**config.mk**
```make
export PLATFORM = sky130hd
export DESIGN_NAME = acc_ctrl
export DESIGN_NICKNAME = d
export VERILOG_FILES = /design/src/common/acc_pkg.sv /design/src/acc_ctrl.sv
export SDC_FILE = /design/constraint.sdc
export NUM_CORES = 1
export LEC_CHECK = 0
export BUFFER_PORTS_ARGS = -buffer_cell sky130_fd_sc_hd__buf_2
export CORE_UTILIZATION = 48
export CTS_CLUSTER_SIZE = 20
export DETAILED_ROUTE_END_ITERATION = 10
export GPL_ROUTABILITY_DRIVEN = 1
export HOLD_SLACK_MARGIN = 0.03
export MAX_ROUTING_LAYER = met4
export PLACE_DENSITY = 0.87
export SYNTH_ARGS = -nofsm -noshare
export SYNTH_HDL_FRONTEND = slang
export SYNTH_SLANG_ARGS = --single-unit
export TNS_END_PERCENT = 5
```
**constraint.sdc**
```tcl
create_clock -name sys_clk -period 1.65 [get_ports sys_clk]
set_input_delay 0.165 -clock sys_clk [delete_from_list [all_inputs] [get_ports sys_clk]]
set_output_delay 0.165 -clock sys_clk [all_outputs]
set_load 0.02 [all_outputs]
```
**src/common/acc_pkg.sv**
```systemverilog
// constants for the converter sample/convert control block
// assumes a plain register port with read data one cycle after the strobe
package acc_pkg;
    localparam int ADDR_W = 4;
    localparam logic [3:0] OFF_CTRL = 4'h0;
    localparam logic [3:0] OFF_PMD = 4'h4;
    localparam logic [3:0] OFF_RESULT = 4'h8;
    localparam int B_ON = 15;
    localparam int B_IDLE_HALT = 13;
    localparam int B_RESULT_LAYOUT_SEL_LO = 8;
    localparam int B_TRIG_LO = 5;
    localparam int B_HALT_IRQ = 4;
    localparam int B_AUTO = 2;
    localparam int B_ACQ = 1;
    localparam int B_DONE = 0;
    localparam int B_PMD_ADC = 0;
    localparam logic [31:0] CTRL_RESET = 32'h0000_0000;
    localparam logic [31:0] CTRL_MASK = 32'h0000_a7f7;
    localparam logic [31:0] PMD_RESET = 32'h0000_0000;
    localparam int DATA_W = 10;
    localparam int AUTO_SAMPLE_CYC = 31;
    typedef enum logic [2:0] {
        FMT_INT16 = 3'h0, FMT_FRAC16 = 3'h2, FMT_SFRAC16 = 3'h3,
        FMT_INT32 = 3'h4, FMT_SINT32 = 3'h5, FMT_FRAC32 = 3'h6, FMT_SFRAC32 = 3'h7
    } acc_fmt_t;
    typedef enum logic [2:0] {
        TRG_SOFT = 3'h0, TRG_EXT_INTERRUPT0 = 3'h1, TRG_TMR3 = 3'h2, TRG_CTU = 3'h3,
        TRG_AUTO = 3'h7
    } acc_trig_t;
    typedef enum logic [1:0] {
        ST_IDLE = 2'b00, ST_SAMPLE = 2'b01, ST_CONVERT = 2'b11
    } acc_state_t;
endpackage

```
**src/acc_ctrl.sv**
```systemverilog
// converter sample/convert sequencing, control register and module disable
// assumes trigger pins are asynchronous; core signals share sys_clk
//
// Behaviour
// - on bit 15 enables module operation
// - idle_halt stops module during idle mode
// - codes 7..4 select 32-bit result layouts
// - codes 3,2,0 select 16-bit layouts
// - trigger 111 auto-converts after internal count
// - trigger 011/010/001 use external events
// - trigger 000: writing acquire 0 converts
// - hardware clears acquire on selected trigger
// - halt_after_first_irq clears auto restart
// - otherwise sequences continue, result overwritten
// - auto restart resamples and sets acquire
// - software writes acquire 1 to sample
// - acquire reads 1 while sampling
// - done set when conversion finishes
// - software clears done; writing 1 ignored
// - done cleared at new conversion start
// - unimplemented control bits read zero
// - module disable bit stops converter clocks
// - writes ignored, reads invalid while disabled
//
// The implementer's own choices: the strobed register port and the register addresses.
`timescale 1ns/1ps
module acc_ctrl
    import acc_pkg::*;
#(
    parameter int SAMPLE_CYC = acc_pkg::AUTO_SAMPLE_CYC
) (
    input wire logic sys_clk,
    input wire logic reset_n,
    input wire logic [acc_pkg::ADDR_W-1:0] reg_addr,
    input wire logic [31:0] reg_wdata,
    input wire logic reg_wr,
    input wire logic reg_rd,
    output logic [31:0] reg_rdata,
    input wire logic idle_mode,
    input wire logic ext_interrupt0,
    input wire logic timer3_match,
    input wire logic charge_time_unit_evt,
    output logic conv_start,
    input wire logic conv_done,
    input wire logic [acc_pkg::DATA_W-1:0] conv_data,
    output logic adc_clk_en,
    output logic sample_hold,
    output logic conv_irq
);
    import acc_pkg::*;

    typedef struct packed {
        logic on;
        logic idle_halt;
        logic [2:0] result_layout_sel;
        logic [2:0] trig;
        logic halt_irq;
        logic auto_acq;
        logic acq;
        logic done;
        logic pmd;
        acc_state_t st;
        logic [7:0] cnt;
        logic [2:0] ext_interrupt0_sync;
        logic [1:0] tmr_sync;
        logic [1:0] ctu_sync;
        logic [31:0] result;
        logic [31:0] rdata;
        logic start;
        logic clk_en;
        logic irq;
    } acc_state_s_t;

    acc_state_s_t cur_ff;
    acc_state_s_t nxt_s;

    ////////////////////////////////////////////////////////////////////////
    // result formatting
    function automatic logic [31:0] fmt_result(input logic [2:0] f,
                                               input logic [DATA_W-1:0] d);
        logic [31:0] r;
        logic [DATA_W-1:0] sd;
        r = 32'h0;
        sd = {~d[DATA_W-1], d[DATA_W-2:0]};
        case (f)
            FMT_SFRAC32: r = {sd, 22'h0};
            FMT_FRAC32: r = {d, 22'h0};
            FMT_SINT32: r = {{22{sd[DATA_W-1]}}, sd};
            FMT_INT32: r = {22'h0, d};
            FMT_SFRAC16: r = {16'h0, sd, 6'h0};
            FMT_FRAC16: r = {16'h0, d, 6'h0};
            FMT_INT16: r = {22'h0, d};
            default: r = {22'h0, d};
        endcase
        return r;
    endfunction

    logic run;
    logic trig_hit;
    logic ctrl_wr;
    logic [31:0] ctrl_rd;

    ////////////////////////////////////////////////////////////////////////
    always_comb begin
        nxt_s = cur_ff;
        // two flops before any logic sees the pins; third stage for edges
        nxt_s.ext_interrupt0_sync = {cur_ff.ext_interrupt0_sync[1:0], ext_interrupt0};
        nxt_s.tmr_sync = {cur_ff.tmr_sync[0], timer3_match};
        nxt_s.ctu_sync = {cur_ff.ctu_sync[0], charge_time_unit_evt};
        nxt_s.start = 1'b0;
        nxt_s.irq = 1'b0;
        run = cur_ff.on && !(cur_ff.idle_halt && idle_mode);
        nxt_s.clk_en = !cur_ff.pmd;
        ctrl_wr = reg_wr && reg_addr == OFF_CTRL && !cur_ff.pmd;
        ctrl_rd = {16'h0, cur_ff.on, 1'b0, cur_ff.idle_halt, 2'b00, cur_ff.result_layout_sel,
                   cur_ff.trig, cur_ff.halt_irq, 1'b0, cur_ff.auto_acq,
                   cur_ff.acq, cur_ff.done} & CTRL_MASK;

        if (reg_wr && reg_addr == OFF_PMD) begin
            nxt_s.pmd = reg_wdata[B_PMD_ADC];
        end
        if (ctrl_wr) begin
            nxt_s.on = reg_wdata[B_ON];
            nxt_s.idle_halt = reg_wdata[B_IDLE_HALT];
            nxt_s.result_layout_sel = reg_wdata[B_RESULT_LAYOUT_SEL_LO +: 3];
            nxt_s.trig = reg_wdata[B_TRIG_LO +: 3];
            nxt_s.halt_irq = reg_wdata[B_HALT_IRQ];
            nxt_s.auto_acq = reg_wdata[B_AUTO];
            if (!reg_wdata[B_DONE]) begin
                nxt_s.done = 1'b0;
            end
            if (reg_wdata[B_ACQ] && !cur_ff.acq && !cur_ff.auto_acq) begin
                nxt_s.acq = 1'b1;
            end else if (!reg_wdata[B_ACQ] && cur_ff.acq && cur_ff.trig == TRG_SOFT) begin
                nxt_s.acq = 1'b0;
            end
        end

        trig_hit = 1'b0;
        case (cur_ff.trig)
            TRG_EXT_INTERRUPT0: trig_hit = cur_ff.ext_interrupt0_sync[1] && !cur_ff.ext_interrupt0_sync[2];
            TRG_TMR3: trig_hit = cur_ff.tmr_sync[1];
            TRG_CTU: trig_hit = cur_ff.ctu_sync[1];
            TRG_AUTO: trig_hit = cur_ff.cnt == 8'(SAMPLE_CYC);
            default: trig_hit = 1'b0;
        endcase

        if (!run || cur_ff.pmd) begin
            nxt_s.st = ST_IDLE;
            nxt_s.cnt = 8'h0;
        end else begin
            case (cur_ff.st)
                ST_IDLE: begin
                    if (cur_ff.acq || cur_ff.auto_acq) begin
                        nxt_s.st = ST_SAMPLE;
                        nxt_s.acq = 1'b1;
                        nxt_s.cnt = 8'h0;
                    end
                end
                ST_SAMPLE: begin
                    nxt_s.cnt = cur_ff.cnt + 8'h1;
                    if (cur_ff.trig == TRG_SOFT ? !nxt_s.acq : trig_hit) begin
                        nxt_s.acq = 1'b0;
                        nxt_s.st = ST_CONVERT;
                        nxt_s.start = 1'b1;
                        nxt_s.done = 1'b0;
                    end else if (!cur_ff.acq && !cur_ff.auto_acq) begin
                        nxt_s.st = ST_IDLE;
                    end
                end
                ST_CONVERT: begin
                    if (conv_done) begin
                        nxt_s.done = 1'b1;
                        nxt_s.irq = 1'b1;
                        nxt_s.result = fmt_result(cur_ff.result_layout_sel, conv_data);
                        nxt_s.st = ST_IDLE;
                        if (cur_ff.halt_irq) begin
                            nxt_s.auto_acq = 1'b0;
                        end
                    end
                end
                default: nxt_s.st = ST_IDLE;
            endcase
        end

        nxt_s.rdata = 32'h0;
        if (reg_rd && !cur_ff.pmd) begin
            if (reg_addr == OFF_CTRL) begin
                nxt_s.rdata = ctrl_rd;
            end else if (reg_addr == OFF_RESULT) begin
                nxt_s.rdata = cur_ff.result;
            end
        end
        if (reg_rd && reg_addr == OFF_PMD) begin
            nxt_s.rdata = {31'h0, cur_ff.pmd};
        end
    end

    always_ff @(posedge sys_clk or negedge reset_n) begin
        if (!reset_n) begin
            cur_ff <= '0;
            cur_ff.clk_en <= 1'b1;
        end else begin
            cur_ff <= nxt_s;
        end
    end

    assign reg_rdata = cur_ff.rdata;
    assign conv_start = cur_ff.start;
    assign adc_clk_en = cur_ff.clk_en;
    assign sample_hold = cur_ff.acq;
    assign conv_irq = cur_ff.irq;
endmodule

```
==> qor.yml, run 1 <==
sta:
  hold_violations: 0
  drv_slew: 0
  setup_violations: 1
  setup_tns_ns: -0.00576
  fin_ws_ns: -0.00576
  rsz0062_at_grt: "yes"
  fmax_mhz: 604
  maxSlewHeadroom_pct: 63.9
  finalCritPeriodShare_pct: 100
  finClkSkew_ns: 0.0130
  whs_ns: 0.0399
  worstMarginPinSlew_ns: 0.541
  fin_crit_ns: 1.66
synth:
  synth_warnings: 0
  synth_simple_gate_area_share_pct: 16.5
  synthFlopType: "dfrtp_1"
  synth_top_family_by_area: "simple AND/OR/NAND/NOR gates"
  synth_edf_count: 0
  yosysTopAreaCell: "dfrtp_1"
  avgSynthCellArea_um2: 10.6
  syn_inst: 369
  yosys-top-cells-area: "dfrtp_1, buf_4, o21ai_0, nand2_1, mux2_2"
  synth_top_area_share_pct: 55.1
  synth_compound_gate_area_share_pct: 13.5
  synth_seq_cells: 87
  yosysSeqAreaShare_pct: 55.7
  synth-adder-area-share_pct: 0.320
  synth_nets: 425
  async_reset_ff_share_pct: 100
  syn_area_um2: 3910
  ys_types: 55
  synthMuxAreaShare_pct: 4.48
  synth_xor_xnor_area_share_pct: 0.672
min_path:
  hold_start: "reg_wdata[5]"
  holdPathEnd: "ctrl_rd[5]$_DFFE_PN0N_"
  whs_path_depth: 2
  hold_class: "input port to register"
global_routing:
  grt_first_pass_wirelength_mm: 14.0
  grt_max_degree: 42
  grt-ovfl-total: 0
  grt_use_total_pct: 22.5
  first_global_vias: 2947
  antenna_found_initial: 0
pwr:
  sw_frac_of_total_pct: 30.5
  clockPowerShare_pct: 30.1
  power.switching_mw: 1.42
  p_total_mw: 4.66
  ir_worst_vdd_uv: 521
  pwr-share-comb_pct: 18.2
  cellInternalPower_mw: 3.24
  leakage_nw: 2.27
  powerDensity_nw_per_um2: 1010
  seq_power_share_pct: 51.7
cts:
  clockBufferDepth: 2
  cts-htree-levels: 3
  cts_buffers: 9
  cts_tree: "done"
  clock_latency_ns: 0.36
  cts.sinks: 87
  path_clk_slew_ns: 0.10
  cts_root_buf: "clkbuf_8"
critical_path:
  ff2ff_path_depth: 4
  cp.required_ns: 1.91
  crit_type: "register to register"
  r2r-start: "ctrl_rd[5]$_DFFE_PN0N_"
  crit_path_max_fanout: 3
  rrSetupSlack_ns: -0.006
  crit_arrival_ns: 1.92
  reg2reg_to: "sample_hold$_DFF_PN0_"
  critPathLaunchType: "register"
  end_kind: "register"
cells_and_area:
  layout_common_cells: "dfrtp_1, buf_2, nand2_1, o21ai_0, buf_4"
  fillers: 645
  fin_nets: 492
  stdcell_count: 543
  final_common_cell: "dfrtp_1"
  final_util_pct: 59.2
  area_growth_pct: 18.3
  antenna_cells: 0
  drive_above_1_share_pct: 32.0
flow_run:
  maxCapViolCount: 0
run_status:
  status: "finished with violations"
  violations: "setup timing"
placed_design:
  gp_congestion: 0.835
  port_buffers: 70
  dp.cells: 517
  hpwl_mm: 6.13
floorplan:
  row_count: 32
  pin_count: 91
  die_w_um: 92.2
  die_h_um: 92.2
  dieArea_um2: 8510
  initial_core_util_pct: 50.0
  core_area_um2: 7810
detailed_routing:
  drc: 0
  drt_iter0_markers: 168
  viasPerCell: 5.45
  wl_per_cell_um: 15.8
  dr_total_vias: 2958
  firstDrtPassIters: 6
  wl_mm: 8.56
  ant_nets: 0
==> sequential cells by signal, summed over array words and instances (netlist names) <==
signal,count
adc_clk_en,1
conv_irq,1
conv_start,1
ctrl_rd,11
cur_ff,45
reg_rdata,27
sample_hold,1
==> layer usage <==
| layer | vias to the layer above | global-route usage, % | share of wire, % |
|---|---|---|---|
| met5 | - | - | 0 |
| met4 | 0 | 9.90 | 1.9 |
| li1 | 1380 | - | - |
| met1 | 1463 | 28.3 | 43 |
| met3 | 18 | 5.31 | 6.1 |
| met2 | 97 | 34.6 | 49 |
==> kinds of logic (layout without fill, tap and decap cells) <==
logic type,Yosys count,count (layout)
XOR/XNOR,3,3
adder cells (fa/ha/maj),1,1
buffers and inverters,58,130
AND/OR/NAND/NOR,119,119
AO/OA/AOI/OAI,85,85
multiplexers,16,16
flip-flops,87,87
==> worst max-delay path, cell delays in order, from the launching register on <==
cell	delay, ns
dfrtp_2	0.44
or4_4	0.50
o32ai_4	0.29
o32ai_1	0.13
a31o_1	0.19
==> final cells by class <==
cell class | instances | area (µm²) | area share (%)
Timing Repair Buffer | 105 | 663 | 14.3
Clock inverter | 7 | 61.3 | 1.33
Sequential cell | 87 | 2180 | 47.2
Clock buffer | 9 | 124 | 2.68
Multi-Input combinational cell | 224 | 1430 | 31.0
Tap cell | 102 | 128 | 2.76
Inverter | 9 | 33.8 | 0.731
==> synth_stat cells (all sizes together), types with 3 or more instances <==
library cell / instances
dfrtp: 86
buf: 37
nand2: 37
o21ai: 30
a21oi: 24
nor2: 20
and2: 17
clkbuf: 12
mux2: 12
a22oi: 11
inv: 9
nand2b: 7
nand3: 6
nor2b: 6
mux2i: 4
nor3: 4
a22o: 3
or2: 3
==> per-stage QoR <==
step / cell area (µm²) / setup WS [ns]
3_5_place_dp: 4290 / -0.0772
2_1_floorplan: 3910 / 0.0677
5_1_grt: 4620 / -0.0585
3_3_place_gp: 4290 / -0.0415
4_1_cts: 4570 / 0.0142
6_report: 4620 / -0.00576
==> power by group through the flow <==
stage          Clock, mW  Combinational, mW  Sequential [mW]
2_1_floorplan          0              0.429             2.42
5_1_grt             1.52              0.936             2.42
3_5_place_dp           0              0.773             2.44
3_3_place_gp           0              0.754             2.43
4_1_cts             1.44              0.803             2.40
6_report            1.40              0.848             2.41
==> worst max path at each step <==
| stage | start | to | slack [ns] | cells past startpoint |
|---|---|---|---|---|
| after detailed placement | reg_addr[1] | reg_rdata[22]$_DFF_PN0_ | -0.08 | 5 |
| final | ctrl_rd[5]$_DFFE_PN0N_ | sample_hold$_DFF_PN0_ | -0.006 | 4 |
| after floorplan | cur_ff[74]$_DFFE_PN0P_ | cur_ff[82]$_DFFE_PN0P_ | 0.07 | 5 |
| after global routing | ctrl_rd[5]$_DFFE_PN0N_ | sample_hold$_DFF_PN0_ | -0.06 | 4 |
| after CTS | ctrl_rd[5]$_DFFE_PN0N_ | sample_hold$_DFF_PN0_ | 0.01 | 4 |
| after global placement | reg_addr[1] | reg_rdata[24]$_DFF_PN0_ | -0.04 | 5 |
==> timing repair <==
item / 4_1_cts / 5_1_grt
gates resized for setup: 3 / 8
hold endpoints to repair: 45 / 1
setup endpoints to repair: 3 / 23
hold buffers: 8 / 1
setup buffers: 0 / 1
pin swaps: 0 / 1
No activity file was read; power rests on OpenSTA's default activity.
==> run 2, diff against run 1 <==
--- a/config.mk
+++ b/config.mk
@@ -13,6 +13,7 @@
 export HOLD_SLACK_MARGIN = 0.03
 export MAX_ROUTING_LAYER = met4
 export PLACE_DENSITY = 0.87
+export SKIP_CTS_REPAIR_TIMING = 1
 export SYNTH_ARGS = -nofsm -noshare
 export SYNTH_HDL_FRONTEND = slang
 export SYNTH_SLANG_ARGS = --single-unit
==> run 2 against run 1 <==
  * The flow now finishes without violations
  * Register-to-register slack improved by 0.03 ns
  * Sequential power barely moved
  * Global-route usage fell by 0.22 points
  * Die area did not move
==> qor.yml, run 2 (same netlist as run 1, synthesis figures left out) <==
detailed_routing:
  wl_per_cell_um: 15.8
  dr_total_vias: 2942
  viasPerCell: 5.45
  drt_iter0_markers: 186
  ant_nets: 0
  firstDrtPassIters: 5
  wl_mm: 8.53
  drc: 0
global_routing:
  grt_use_total_pct: 22.2
  first_global_vias: 2901
  grt_max_degree: 42
  grt_first_pass_wirelength_mm: 13.9
  antenna_found_initial: 0
  grt-ovfl-total: 0
critical_path:
  crit_type: "register to register"
  crit_arrival_ns: 1.88
  end_kind: "register"
  cp.required_ns: 1.91
  critPathLaunchType: "register"
  crit_path_max_fanout: 3
sta:
  setup_violations: 0
  finClkSkew_ns: 0.0139
  fin_crit_ns: 1.63
  worstMarginPinSlew_ns: 0.550
  rsz0062_at_grt: "yes"
  maxSlewHeadroom_pct: 63.3
  hold_violations: 0
  finalCritPeriodShare_pct: 98.5
  fmax_mhz: 615
  drv_slew: 0
run_status:
  status: "finished, final reports clean"
floorplan:
  core_area_um2: 7810
  die_w_um: 92.2
  dieArea_um2: 8510
  die_h_um: 92.2
  initial_core_util_pct: 50.0
  row_count: 32
  pin_count: 91
cts:
  clock_latency_ns: 0.36
  cts_buffers: 9
  cts.sinks: 87
  clockBufferDepth: 2
  cts_tree: "done"
  path_clk_slew_ns: 0.10
  cts-htree-levels: 3
  cts_root_buf: "clkbuf_8"
flow_run:
  maxCapViolCount: 0
pwr:
  leakage_nw: 2.25
  pwr-share-comb_pct: 17.7
  powerDensity_nw_per_um2: 1010
  seq_power_share_pct: 52.1
  ir_worst_vdd_uv: 522
  clockPowerShare_pct: 30.2
  power.switching_mw: 1.41
  p_total_mw: 4.63
  sw_frac_of_total_pct: 30.4
  cellInternalPower_mw: 3.22
cells_and_area:
  fillers: 650
  drive_above_1_share_pct: 32.0
  area_growth_pct: 17.4
  top_register: "cur_ff"
  layout_common_cells: "dfrtp_1, buf_2, nand2_1, o21ai_0"
  antenna_cells: 0
  final_common_cell: "dfrtp_1"
  final_util_pct: 58.8
  fin_nets: 489
  largest_reg_flops: 45
min_path:
  hold_class: "input port to register"
placed_design:
  gp_congestion: 0.835
  port_buffers: 70
  hpwl_mm: 6.13
run 2: cell types whose count changed in the layout (fill, tap and decap cells not counted), sizes merged:
| cell | change |
|---|---|
| buf | -1 |
| dlygate4sd3 | -2 |
run 2: critical path: stages, from the launching register on:
cell,delay [ns]
dfrtp_1,0.39
ha_1,0.21
and4_1,0.24
a31oi_2,0.24
nor2_1,0.12
a221o_1,0.33
run 2: metal layers:
metal	track usage, %	wire [µm]	share of wire (%)	vias up
met5	-	0	0	-
met4	9.24	144	1.7	0
met3	5.22	539	6.3	20
met2	34.4	4130	48	106
met1	28.2	3720	44	1444
li1	-	-	-	1372
run 2: area by class of cell:
cell class                 count  area (µm²)  area share, %
clock buffer                   9         124           2.70
clock inverter                 7        61.3           1.34
inverter                       9        33.8          0.736
multi-input combinational    224        1430           31.1
sequential                    87        2180           47.5
tap                          102         128           2.78
timing repair buffer         102         636           13.9
run 2: metrics by stage:
| step | setup slack [ns] | TNS (ns) | cell area, µm² | instances | hold slack (ns) |
|---|---|---|---|---|---|
| after floorplan | 0.0677 | 0 | 3910 | 369 | -0.131 |
| after global placement | -0.0415 | -0.594 | 4290 | 517 | 0.177 |
| after detailed placement | -0.0772 | -1.02 | 4290 | 517 | 0.193 |
| after CTS | -0.0442 | -0.0699 | 4480 | 533 | -0.207 |
| after global routing | -0.0708 | -0.188 | 4590 | 540 | 0.0320 |
| final | 0.0249 | 0 | 4590 | 540 | 0.0409 |
run 2: final timing paths:
kind	start	to	slack (ns)	depth (start not counted)
worst max-delay path	cur_ff[74]$_DFFE_PN0P_	cur_ff[82]$_DFFE_PN0P_	0.02	5
worst min-delay path	reg_wdata[5]	ctrl_rd[5]$_DFFE_PN0N_	0.04	2
worst max register to register	cur_ff[74]$_DFFE_PN0P_	cur_ff[82]$_DFFE_PN0P_	0.02	5
worst min register to register	cur_ff[71]$_DFF_PN0_	cur_ff[72]$_DFF_PN0_	0.36	0
max in group asynchronous	reset_n	cur_ff[45]$_DFFE_PN0P_	0.78	3
min in group asynchronous	reset_n	cur_ff[68]$_DFF_PN0_	0.32	2
run 2: power groups by stage:
stage,clock network (mW),registers (mW),logic (mW)
2_1_floorplan,0,2.42,0.429
3_3_place_gp,0,2.43,0.754
3_5_place_dp,0,2.44,0.773
4_1_cts,1.44,2.40,0.777
5_1_grt,1.52,2.43,0.908
6_report,1.40,2.41,0.820
